$ cat config.mk
export PLATFORM = sky130hd
export DESIGN_NAME = mis_screen_top
export DESIGN_NICKNAME = d
export VERILOG_FILES = /design/src/shared/mis_pkg.sv /design/src/shared/mis_cfg_if.sv /design/src/rtl/mis_group_cmp.sv /design/src/rtl/mis_regs.sv /design/src/rtl/mis_screen_top.sv
export SDC_FILE = /design/constraint.sdc
export NUM_CORES = 1
export LEC_CHECK = 0
export BUFFER_PORTS_ARGS = -buffer_cell sky130_fd_sc_hd__buf_4
export CELL_PAD_IN_SITES_DETAIL_PLACEMENT = 2
export CELL_PAD_IN_SITES_GLOBAL_PLACEMENT = 2
export CORE_MARGIN = 2
export CORE_UTILIZATION = 42
export CTS_CLUSTER_DIAMETER = 30
export CTS_CLUSTER_SIZE = 16
export DETAILED_ROUTE_END_ITERATION = 16
export PLACE_DENSITY_LB_ADDON = 0.1
export SKIP_CTS_REPAIR_TIMING = 1
export SLEW_MARGIN = 15
export SYNTH_ARGS = -nofsm -noshare
export SYNTH_HDL_FRONTEND = slang
export SYNTH_SLANG_ARGS = --single-unit
$ cat constraint.sdc
create_clock -name clk -period 3.4 [get_ports clk]
set_input_delay 0.34 -clock clk [delete_from_list [all_inputs] [get_ports clk]]
set_output_delay 0.34 -clock clk [all_outputs]
set_load 0.1 [all_outputs]
$ cat src/shared/mis_pkg.sv
// constants, types and decode helpers for message id screening
package mis_pkg;
    localparam int REF_COUNT = 5;
    localparam int ADDR_W = 8;
    localparam int IDX_W = 6;
    localparam int START_W = 7;
    localparam int BIT_IDX_W = 5;
    localparam logic [5:0] REF15_IDX = 6'h0F;
    localparam logic [5:0] REF16_IDX = 6'h10;
    localparam logic [5:0] REF17_IDX = 6'h11;
    localparam logic [5:0] REF18_IDX = 6'h12;
    localparam logic [5:0] REF19_IDX = 6'h13;
    localparam logic [5:0] START_IDX = 6'h14;
    localparam logic [5:0] CTRL_IDX = 6'h15;
    localparam logic [5:0] STATUS_IDX = 6'h20;
    localparam logic [7:0] REF_RST = 8'h00;
    localparam logic [6:0] START_RST = 7'h00;
    localparam logic [3:0] CTRL_RST = 4'h0;
    localparam int CTRL_NTS_LSB = 0;
    localparam int CTRL_ORG_BIT = 2;
    localparam int CTRL_EN_BIT = 3;
    localparam int STAT_BUSY_BIT = 0;
    localparam int STAT_VALID_BIT = 1;
    localparam int STAT_MATCH_BIT = 2;
    // local positions (ref byte 15 = local 0) of whole identifier groups
    localparam int TWO_BASE0 = 1;
    localparam int TWO_BASE1 = 3;
    localparam int FOUR_BASE = 1;

    typedef enum logic [1:0] {
        MIS_IDLE = 2'b00,
        MIS_SKIP = 2'b01,
        MIS_CMP = 2'b11,
        MIS_REPORT = 2'b10
    } mis_state_t;

    // number of bytes to scan, 1 to 4
    function automatic logic [2:0] mis_scan_bytes(input logic org,
                                                  input logic [1:0] nts);
        if (org) begin
            mis_scan_bytes = {1'b0, nts} + 3'h1;
        end else begin
            mis_scan_bytes = (nts == 2'h0) ? 3'h1 : 3'h2;
        end
    endfunction
endpackage

$ cat src/shared/mis_cfg_if.sv
// configuration and status between register file and screening core
`timescale 1ns/10ps
interface mis_cfg_if;
    logic [mis_pkg::REF_COUNT-1:0][7:0] ref_byte;
    logic [mis_pkg::START_W-1:0] start_pos;
    logic enable;
    logic org;
    logic [1:0] nts;
    logic busy;
    logic result_valid;
    logic matched;

    modport regs (
        output ref_byte, start_pos, enable, org, nts,
        input busy, result_valid, matched
    );
    modport core (
        input ref_byte, start_pos, enable, org, nts,
        output busy, result_valid, matched
    );
endinterface

$ cat src/rtl/mis_group_cmp.sv
// bit-serial mismatch tracker for one identifier group
`timescale 1ns/10ps
module mis_group_cmp #(
    parameter int BYTES = 2
) (
    input wire logic clk,
    input wire logic rst_b,
    input wire logic clear,
    input wire logic step,
    input wire logic rx_bit,
    input wire logic [mis_pkg::BIT_IDX_W-1:0] bit_idx,
    input wire logic [BYTES-1:0][7:0] ref_bytes,
    output logic miss
);
    localparam int IW = (BYTES > 2) ? 2 : 1;

    wire [IW-1:0] byte_sel = bit_idx[IW+2:3];
    wire [2:0] bit_pos = 3'h7 - bit_idx[2:0];
    wire ref_bit = ref_bytes[byte_sel][bit_pos];

    // any differing bit spoils the group
    always_ff @(posedge clk or negedge rst_b) begin
        if (!rst_b) begin
            miss <= 1'b0;
        end else if (clear) begin
            miss <= 1'b0;
        end else if (step && (rx_bit != ref_bit)) begin
            miss <= 1'b1;
        end
    end
endmodule

$ cat src/rtl/mis_regs.sv
// avalon-mm register file for message id screening
`timescale 1ns/10ps
module mis_regs (
    input wire logic clk,
    input wire logic rst_b,
    input wire logic [mis_pkg::ADDR_W-1:0] avs_address,
    input wire logic avs_read,
    input wire logic avs_write,
    input wire logic [31:0] avs_writedata,
    input wire logic [3:0] avs_byteenable,
    output logic [31:0] avs_readdata,
    output logic avs_waitrequest,
    mis_cfg_if.regs cfg
);
    logic [mis_pkg::REF_COUNT-1:0][7:0] ref_reg;
    logic [mis_pkg::START_W-1:0] start_reg;
    logic [3:0] ctrl_reg;
    logic waitreq_reg;
    logic [31:0] rdata_reg;

    wire req = avs_read || avs_write;
    wire aligned = (avs_address[1:0] == 2'h0);
    wire [mis_pkg::IDX_W-1:0] idx = avs_address[mis_pkg::ADDR_W-1:2];
    wire commit = avs_write && !waitreq_reg && aligned && avs_byteenable[0];
    wire [7:0] wbyte = avs_writedata[7:0];
    wire [7:0] rbyte = aligned ? read_sel(idx) : 8'h00;

    function automatic logic [7:0] read_sel(input logic [5:0] i);
        case (i)
            mis_pkg::REF15_IDX: read_sel = ref_reg[0];
            mis_pkg::REF16_IDX: read_sel = ref_reg[1];
            mis_pkg::REF17_IDX: read_sel = ref_reg[2];
            mis_pkg::REF18_IDX: read_sel = ref_reg[3];
            mis_pkg::REF19_IDX: read_sel = ref_reg[4];
            mis_pkg::START_IDX: read_sel = {1'b0, start_reg};
            mis_pkg::CTRL_IDX: read_sel = {4'h0, ctrl_reg};
            mis_pkg::STATUS_IDX: read_sel = {5'h00, cfg.matched,
                                             cfg.result_valid, cfg.busy};
            default: read_sel = 8'h00;
        endcase
    endfunction

    genvar g;
    generate
        for (g = 0; g < mis_pkg::REF_COUNT; g++) begin : gen_ref
            // reference byte, writable, zero at reset
            always_ff @(posedge clk or negedge rst_b) begin
                if (!rst_b) begin
                    ref_reg[g] <= mis_pkg::REF_RST;
                end else if (commit && idx == 6'(mis_pkg::REF15_IDX + g)) begin
                    ref_reg[g] <= wbyte;
                end
            end
        end
    endgenerate

    always_ff @(posedge clk or negedge rst_b) begin
        if (!rst_b) begin
            start_reg <= mis_pkg::START_RST;
        end else if (commit && idx == mis_pkg::START_IDX) begin
            start_reg <= wbyte[mis_pkg::START_W-1:0];
        end
    end

    // enable, organisation and byte count, all off at reset
    always_ff @(posedge clk or negedge rst_b) begin
        if (!rst_b) begin
            ctrl_reg <= mis_pkg::CTRL_RST;
        end else if (commit && idx == mis_pkg::CTRL_IDX) begin
            ctrl_reg <= wbyte[3:0];
        end
    end

    // one wait cycle, then the access completes
    always_ff @(posedge clk or negedge rst_b) begin
        if (!rst_b) begin
            waitreq_reg <= 1'b1;
        end else begin
            waitreq_reg <= !(req && waitreq_reg);
        end
    end

    always_ff @(posedge clk or negedge rst_b) begin
        if (!rst_b) begin
            rdata_reg <= 32'h0000_0000;
        end else if (avs_read && waitreq_reg) begin
            rdata_reg <= {24'h00_0000, rbyte};
        end
    end

    assign avs_readdata = rdata_reg;
    assign avs_waitrequest = waitreq_reg;
    assign cfg.ref_byte = ref_reg;
    assign cfg.start_pos = start_reg;
    assign cfg.enable = ctrl_reg[mis_pkg::CTRL_EN_BIT];
    assign cfg.org = ctrl_reg[mis_pkg::CTRL_ORG_BIT];
    assign cfg.nts = ctrl_reg[mis_pkg::CTRL_NTS_LSB+1:mis_pkg::CTRL_NTS_LSB];
endmodule

$ cat src/rtl/mis_screen_top.sv
// message id screening core: register file, sequencer and comparators
// Operation
// - each reference byte is an 8-bit writable register reset to zero
// - start position 0 compares from first bit after sync, 127 from 128th
// - enable bit switches screening on or off; off after reset
// - organisation bit picks two- or four-byte groups; two-byte at reset
// - byte count code scans 1-4 bytes; two-byte mode caps at two
`timescale 1ns/10ps
module mis_screen_top (
    input wire logic clk,
    input wire logic rst_b,
    input wire logic [mis_pkg::ADDR_W-1:0] avs_address,
    input wire logic avs_read,
    input wire logic avs_write,
    input wire logic [31:0] avs_writedata,
    input wire logic [3:0] avs_byteenable,
    output logic [31:0] avs_readdata,
    output logic avs_waitrequest,
    input wire logic rx_bit,
    input wire logic rx_bit_valid,
    input wire logic frame_sync_found,
    output logic screen_done,
    output logic screen_match
);
    localparam int BW = mis_pkg::BIT_IDX_W;
    localparam int SW = mis_pkg::START_W;

    mis_cfg_if cfg_bus();

    mis_pkg::mis_state_t state_reg;
    mis_pkg::mis_state_t state_next;
    logic [SW-1:0] start_lat_reg;
    logic [BW-1:0] last_bit_reg;
    logic org_lat_reg;
    logic en_lat_reg;
    logic [SW-1:0] skip_cnt_reg;
    logic [BW-1:0] bit_idx_reg;
    logic done_reg;
    logic match_reg;
    logic valid_reg;
    logic [1:0] miss_two;
    logic miss_four;
    logic [3:0][7:0] ref_lat_reg;

    mis_regs u_regs (
        .clk(clk),
        .rst_b(rst_b),
        .avs_address(avs_address),
        .avs_read(avs_read),
        .avs_write(avs_write),
        .avs_writedata(avs_writedata),
        .avs_byteenable(avs_byteenable),
        .avs_readdata(avs_readdata),
        .avs_waitrequest(avs_waitrequest),
        .cfg(cfg_bus.regs)
    );

    // bytes to scan, decoded per organisation
    wire [2:0] scan_bytes = mis_pkg::mis_scan_bytes(cfg_bus.org, cfg_bus.nts);
    wire [BW-1:0] last_bit = BW'({scan_bytes, 3'h0} - 6'h01);
    wire in_skip = (state_reg == mis_pkg::MIS_SKIP);
    wire in_cmp = (state_reg == mis_pkg::MIS_CMP);
    wire in_report = (state_reg == mis_pkg::MIS_REPORT);
    wire step = rx_bit_valid && in_cmp && !frame_sync_found;
    wire skip_done = (skip_cnt_reg == SW'(start_lat_reg - 7'h01));
    wire cmp_done = (bit_idx_reg == last_bit_reg);
    // any group whose leading scanned bytes equal the received bytes is a match
    wire hit_two = !(miss_two[0] && miss_two[1]);
    wire hit_four = !miss_four;
    wire group_hit = org_lat_reg ? hit_four : hit_two;
    wire verdict = en_lat_reg ? group_hit : 1'b1;

    genvar g;
    // reference bytes frozen at sync; a mid-frame write waits a frame
    generate
        for (g = 0; g < 4; g++) begin : gen_ref_lat
            always_ff @(posedge clk or negedge rst_b) begin
                if (!rst_b) begin
                    ref_lat_reg[g] <= mis_pkg::REF_RST;
                end else if (frame_sync_found) begin
                    ref_lat_reg[g] <= cfg_bus.ref_byte[g+mis_pkg::FOUR_BASE];
                end
            end
        end
    endgenerate

    generate
        for (g = 0; g < 2; g++) begin : gen_two
            localparam int BASE = (g == 0) ? mis_pkg::TWO_BASE0
                                           : mis_pkg::TWO_BASE1;
            localparam int LOC = BASE - mis_pkg::FOUR_BASE;
            mis_group_cmp #(.BYTES(2)) u_two (
                .clk(clk),
                .rst_b(rst_b),
                .clear(frame_sync_found),
                .step(step),
                .rx_bit(rx_bit),
                .bit_idx(bit_idx_reg),
                .ref_bytes(ref_lat_reg[LOC+1:LOC]),
                .miss(miss_two[g])
            );
        end
    endgenerate

    mis_group_cmp #(.BYTES(4)) u_four (
        .clk(clk),
        .rst_b(rst_b),
        .clear(frame_sync_found),
        .step(step),
        .rx_bit(rx_bit),
        .bit_idx(bit_idx_reg),
        .ref_bytes(ref_lat_reg),
        .miss(miss_four)
    );

    // frame sync restarts from any state and beats a bit in the same cycle
    always_comb begin
        state_next = state_reg;
        if (frame_sync_found) begin
            // disabled screening passes the frame at once
            if (!cfg_bus.enable) begin
                state_next = mis_pkg::MIS_REPORT;
            // start position zero compares the very next bit
            end else if (cfg_bus.start_pos == 7'h00) begin
                state_next = mis_pkg::MIS_CMP;
            end else begin
                state_next = mis_pkg::MIS_SKIP;
            end
        end else begin
            case (state_reg)
                mis_pkg::MIS_IDLE: begin
                    state_next = mis_pkg::MIS_IDLE;
                end
                mis_pkg::MIS_SKIP: begin
                    if (rx_bit_valid && skip_done) begin
                        state_next = mis_pkg::MIS_CMP;
                    end
                end
                mis_pkg::MIS_CMP: begin
                    if (rx_bit_valid && cmp_done) begin
                        state_next = mis_pkg::MIS_REPORT;
                    end
                end
                mis_pkg::MIS_REPORT: begin
                    state_next = mis_pkg::MIS_IDLE;
                end
                default: begin
                    state_next = mis_pkg::MIS_IDLE;
                end
            endcase
        end
    end

    always_ff @(posedge clk or negedge rst_b) begin
        if (!rst_b) begin
            state_reg <= mis_pkg::MIS_IDLE;
        end else begin
            state_reg <= state_next;
        end
    end

    always_ff @(posedge clk or negedge rst_b) begin
        if (!rst_b) begin
            start_lat_reg <= mis_pkg::START_RST;
        end else if (frame_sync_found) begin
            start_lat_reg <= cfg_bus.start_pos;
        end
    end

    // last compared bit frozen per frame
    always_ff @(posedge clk or negedge rst_b) begin
        if (!rst_b) begin
            last_bit_reg <= '0;
        end else if (frame_sync_found) begin
            last_bit_reg <= last_bit;
        end
    end

    always_ff @(posedge clk or negedge rst_b) begin
        if (!rst_b) begin
            org_lat_reg <= 1'b0;
        end else if (frame_sync_found) begin
            org_lat_reg <= cfg_bus.org;
        end
    end

    always_ff @(posedge clk or negedge rst_b) begin
        if (!rst_b) begin
            en_lat_reg <= 1'b0;
        end else if (frame_sync_found) begin
            en_lat_reg <= cfg_bus.enable;
        end
    end

    // count skipped bits ahead of the scan window
    always_ff @(posedge clk or negedge rst_b) begin
        if (!rst_b) begin
            skip_cnt_reg <= '0;
        end else if (frame_sync_found) begin
            skip_cnt_reg <= '0;
        end else if (rx_bit_valid && in_skip) begin
            skip_cnt_reg <= SW'(skip_cnt_reg + 7'h01);
        end
    end

    // walks exactly the chosen number of bytes
    always_ff @(posedge clk or negedge rst_b) begin
        if (!rst_b) begin
            bit_idx_reg <= '0;
        end else if (frame_sync_found) begin
            bit_idx_reg <= '0;
        end else if (step) begin
            bit_idx_reg <= BW'(bit_idx_reg + 5'h01);
        end
    end

    always_ff @(posedge clk or negedge rst_b) begin
        if (!rst_b) begin
            done_reg <= 1'b0;
        end else begin
            done_reg <= in_report;
        end
    end

    // verdict held until the next one
    always_ff @(posedge clk or negedge rst_b) begin
        if (!rst_b) begin
            match_reg <= 1'b0;
        end else if (in_report) begin
            match_reg <= verdict;
        end
    end

    always_ff @(posedge clk or negedge rst_b) begin
        if (!rst_b) begin
            valid_reg <= 1'b0;
        end else if (in_report) begin
            valid_reg <= 1'b1;
        end else if (frame_sync_found) begin
            valid_reg <= 1'b0;
        end
    end

    assign cfg_bus.busy = in_skip || in_cmp;
    assign cfg_bus.result_valid = valid_reg;
    assign cfg_bus.matched = match_reg;
    assign screen_done = done_reg;
    assign screen_match = match_reg;
endmodule

==> results_dict.tcl <==
set metrics [dict create \
    synth-edff-count 0 \
    core.rowCount 44 \
    die_area_sq_mm 0.0156 \
    wl_per_cell_um 23.1 \
    hold_violations 0 \
    core_sq_mm 0.0144 \
    worst_slack_ns 1.04 \
    routabilityCongestion 0.778 \
    rsz0062_at_grt "no" \
    ys_ff_latch 124 \
    hpwl_um 11200 \
    crit_arrival_ns 2.63 \
    clockBufferDepth 2 \
    initial_utilization_pct 42.7 \
    grt_antenna_before_repair 0 \
    fin_nets 578 \
    synth_area_leaders "dfrtp_1 50%, mux2_2 17%, mux4_2 8.4%" \
    worstSetupStartpoint "bit_idx_reg[3]" \
    worstSetupPathType "register to register" \
    synth.most_common_cell "dfrtp_1" \
    p_leak_nw 3.32 \
    drt_iter0_markers 130 \
    cts_sinks 124 \
    die_x_um 125 \
    cts-htree-levels 4 \
    status "finished clean" \
    grt_overflow 0 \
    grt_max_degree 71 \
    ir_drop_mv 0.356 \
    tns_ns 0 \
    dr.pass1.iters 4 \
    synth_flop_cell "dfrtp_1" \
    track_usage_pct 22.6 \
    maxSlewViolCount 0 \
    root_buffer "clkbuf_16" \
    vias_per_cell 5.53 \
    min_path_type "input port to asynchronous set/reset pin" \
    power.density_mw_per_mm2 520 \
    synth_top_area_share_pct 50.0 \
    syn-cell-area_sq_mm 0.00615 \
    clock_skew_ns 0.00633 \
    syn_avg_cell_area_sq_um 12.7 \
    ys_async_sr_fraction_pct 100 \
    grt_pass1_vias 4599 \
    crit_top_cell "mux4_2" \
    critPathMaxStageDelay_ns 0.55 \
    cts_tree "done" \
    die_h_um 125 \
    clk_pin_slew_ns 0.06 \
    period_needed_ns 2.36 \
    n_antenna_cell 0 \
    min_period_over_period_pct 69.3 \
    fmax_mhz 424 \
    vias 3984 \
    ys.warnings.count 0 \
    netlist_top_cells_count "123 x dfrtp_1, 94 x mux2_2, 37 x nand2_1" \
    maxCapViolCount 0 \
    start_kind "register" \
    synth.distinct_cells 47 \
    largest_reg_flops 40 \
    end_kind "register" \
    p_total_mw 3.72 \
    synth_top_area_cell "dfrtp_1" \
    ios 86 \
    cts_buffers 17 \
    ys_seq_area_share_pct 50.5 \
    netlist_instances 484 \
    worstMarginPinSlew_ns 0.935 \
    finalCoreUtilization_pct 49.6 \
    crit_fanout 19 \
    clk_latency_ns 0.43 \
    critPathSlowestCell "mux4_2" \
    place_ws_ns 0.998 \
    worstPathRequired_ns 3.67 \
    crit_chain "buf_4 > mux4_2 > mux4_2 > mux2i_1 > xnor2_1 > a21oi_1 > nor2_1" \
    grt_pass1_wl_um 26700 \
    relSlewSlack_pct 37.7 \
    postRouteAntennaNets 0 \
    wirelength_um 16600 \
    r2r-start "bit_idx_reg[3]" \
    drc 0 \
    port_buffers 34 \
    setup_viol 0 \
    layout-drive-gt1-share_pct 36.8 \
    syn_to_final_growth_pct 16.2 \
]
[cell families after synthesis]
kind of cell | after synthesis | share of synthesized area (%)
mux | 120 | 26.1
xor+xnor | 25 | 3.56
buf+inv | 52 | 4.86
simple gates | 98 | 8.07
compound gates | 60 | 6.06
other cells | 1 | 0.0610
flops | 124 | 50.5
fa+ha+maj | 4 | 0.814
[worst paths after layout]
path	end	cells after the start	slack [ns]
max in group asynchronous	ref_lat_reg[18]	2	2.52
worst min register to register	screen_match	1	0.48
worst max-delay path	u_four.miss	7	1.04
min in group clk	u_regs.avs_waitrequest	2	0.07
worst max register to register	u_four.miss	7	1.04
worst min-delay path	skip_cnt_reg[0]	1	0.05
[routing by layer]
| metal | GRT usage [%] | wire [um] |
|---|---|---|
| met1 | 27.3 | 6850 |
| met2 | 40.3 | 9080 |
| met3 | 5.22 | 444 |
| met4 | 6.86 | 227 |
| met5 | 0 | 0 |
[where the power goes]
part           internal [mW]  switching [mW]
Sequential              1.50          0.0203
Clock                   1.19           0.714
Combinational         0.0680           0.232
[layout make-up]
| cell class | instances | area [sq um] |
|---|---|---|
| timing repair buffer | 42 | 328 |
| multi-input combinational | 331 | 2840 |
| tap | 184 | 230 |
| sequential | 124 | 3100 |
| clock inverter | 14 | 183 |
| inverter | 7 | 26.3 |
| clock buffer | 18 | 439 |
| fill | 1417 | 7270 |
[worst max-delay path, delay by kind of cell (launching register included)]
family,cells,cell delay (ns)
buffers and inverters,1,0.33
DFF,1,0.33
xor gates and xnor gates,1,0.09
and+or+nand+nor,1,0.05
muxes,3,1.26
AOI/OAI and AO/OA,1,0.14
[layout by cell type (no fill, tap or decap), drive strengths merged, types with 5 or more instances in the layout]
cell type	count
nand2	37
inv	12
mux2	94
o21ai	20
nand4	6
nor3	5
conb	24
xor2	10
dfrtp	123
clkbuf	18
nor2	22
a22o	5
xnor2	15
a22oi	11
mux4	23
buf	42
a21oi	15
[per-stage QoR]
| step | cell area (sq um) | cells | hold WS (ns) |
|---|---|---|---|
| detailed placement | 6530 | 688 | 0.480 |
| global placement | 6530 | 688 | 0.450 |
| floorplan | 6240 | 507 | 0.0444 |
| global route | 7150 | 720 | 0.0721 |
| finish | 7150 | 720 | 0.0522 |
| CTS | 7150 | 720 | 0.0563 |
Note: power is estimated with default switching activity, not from simulation.
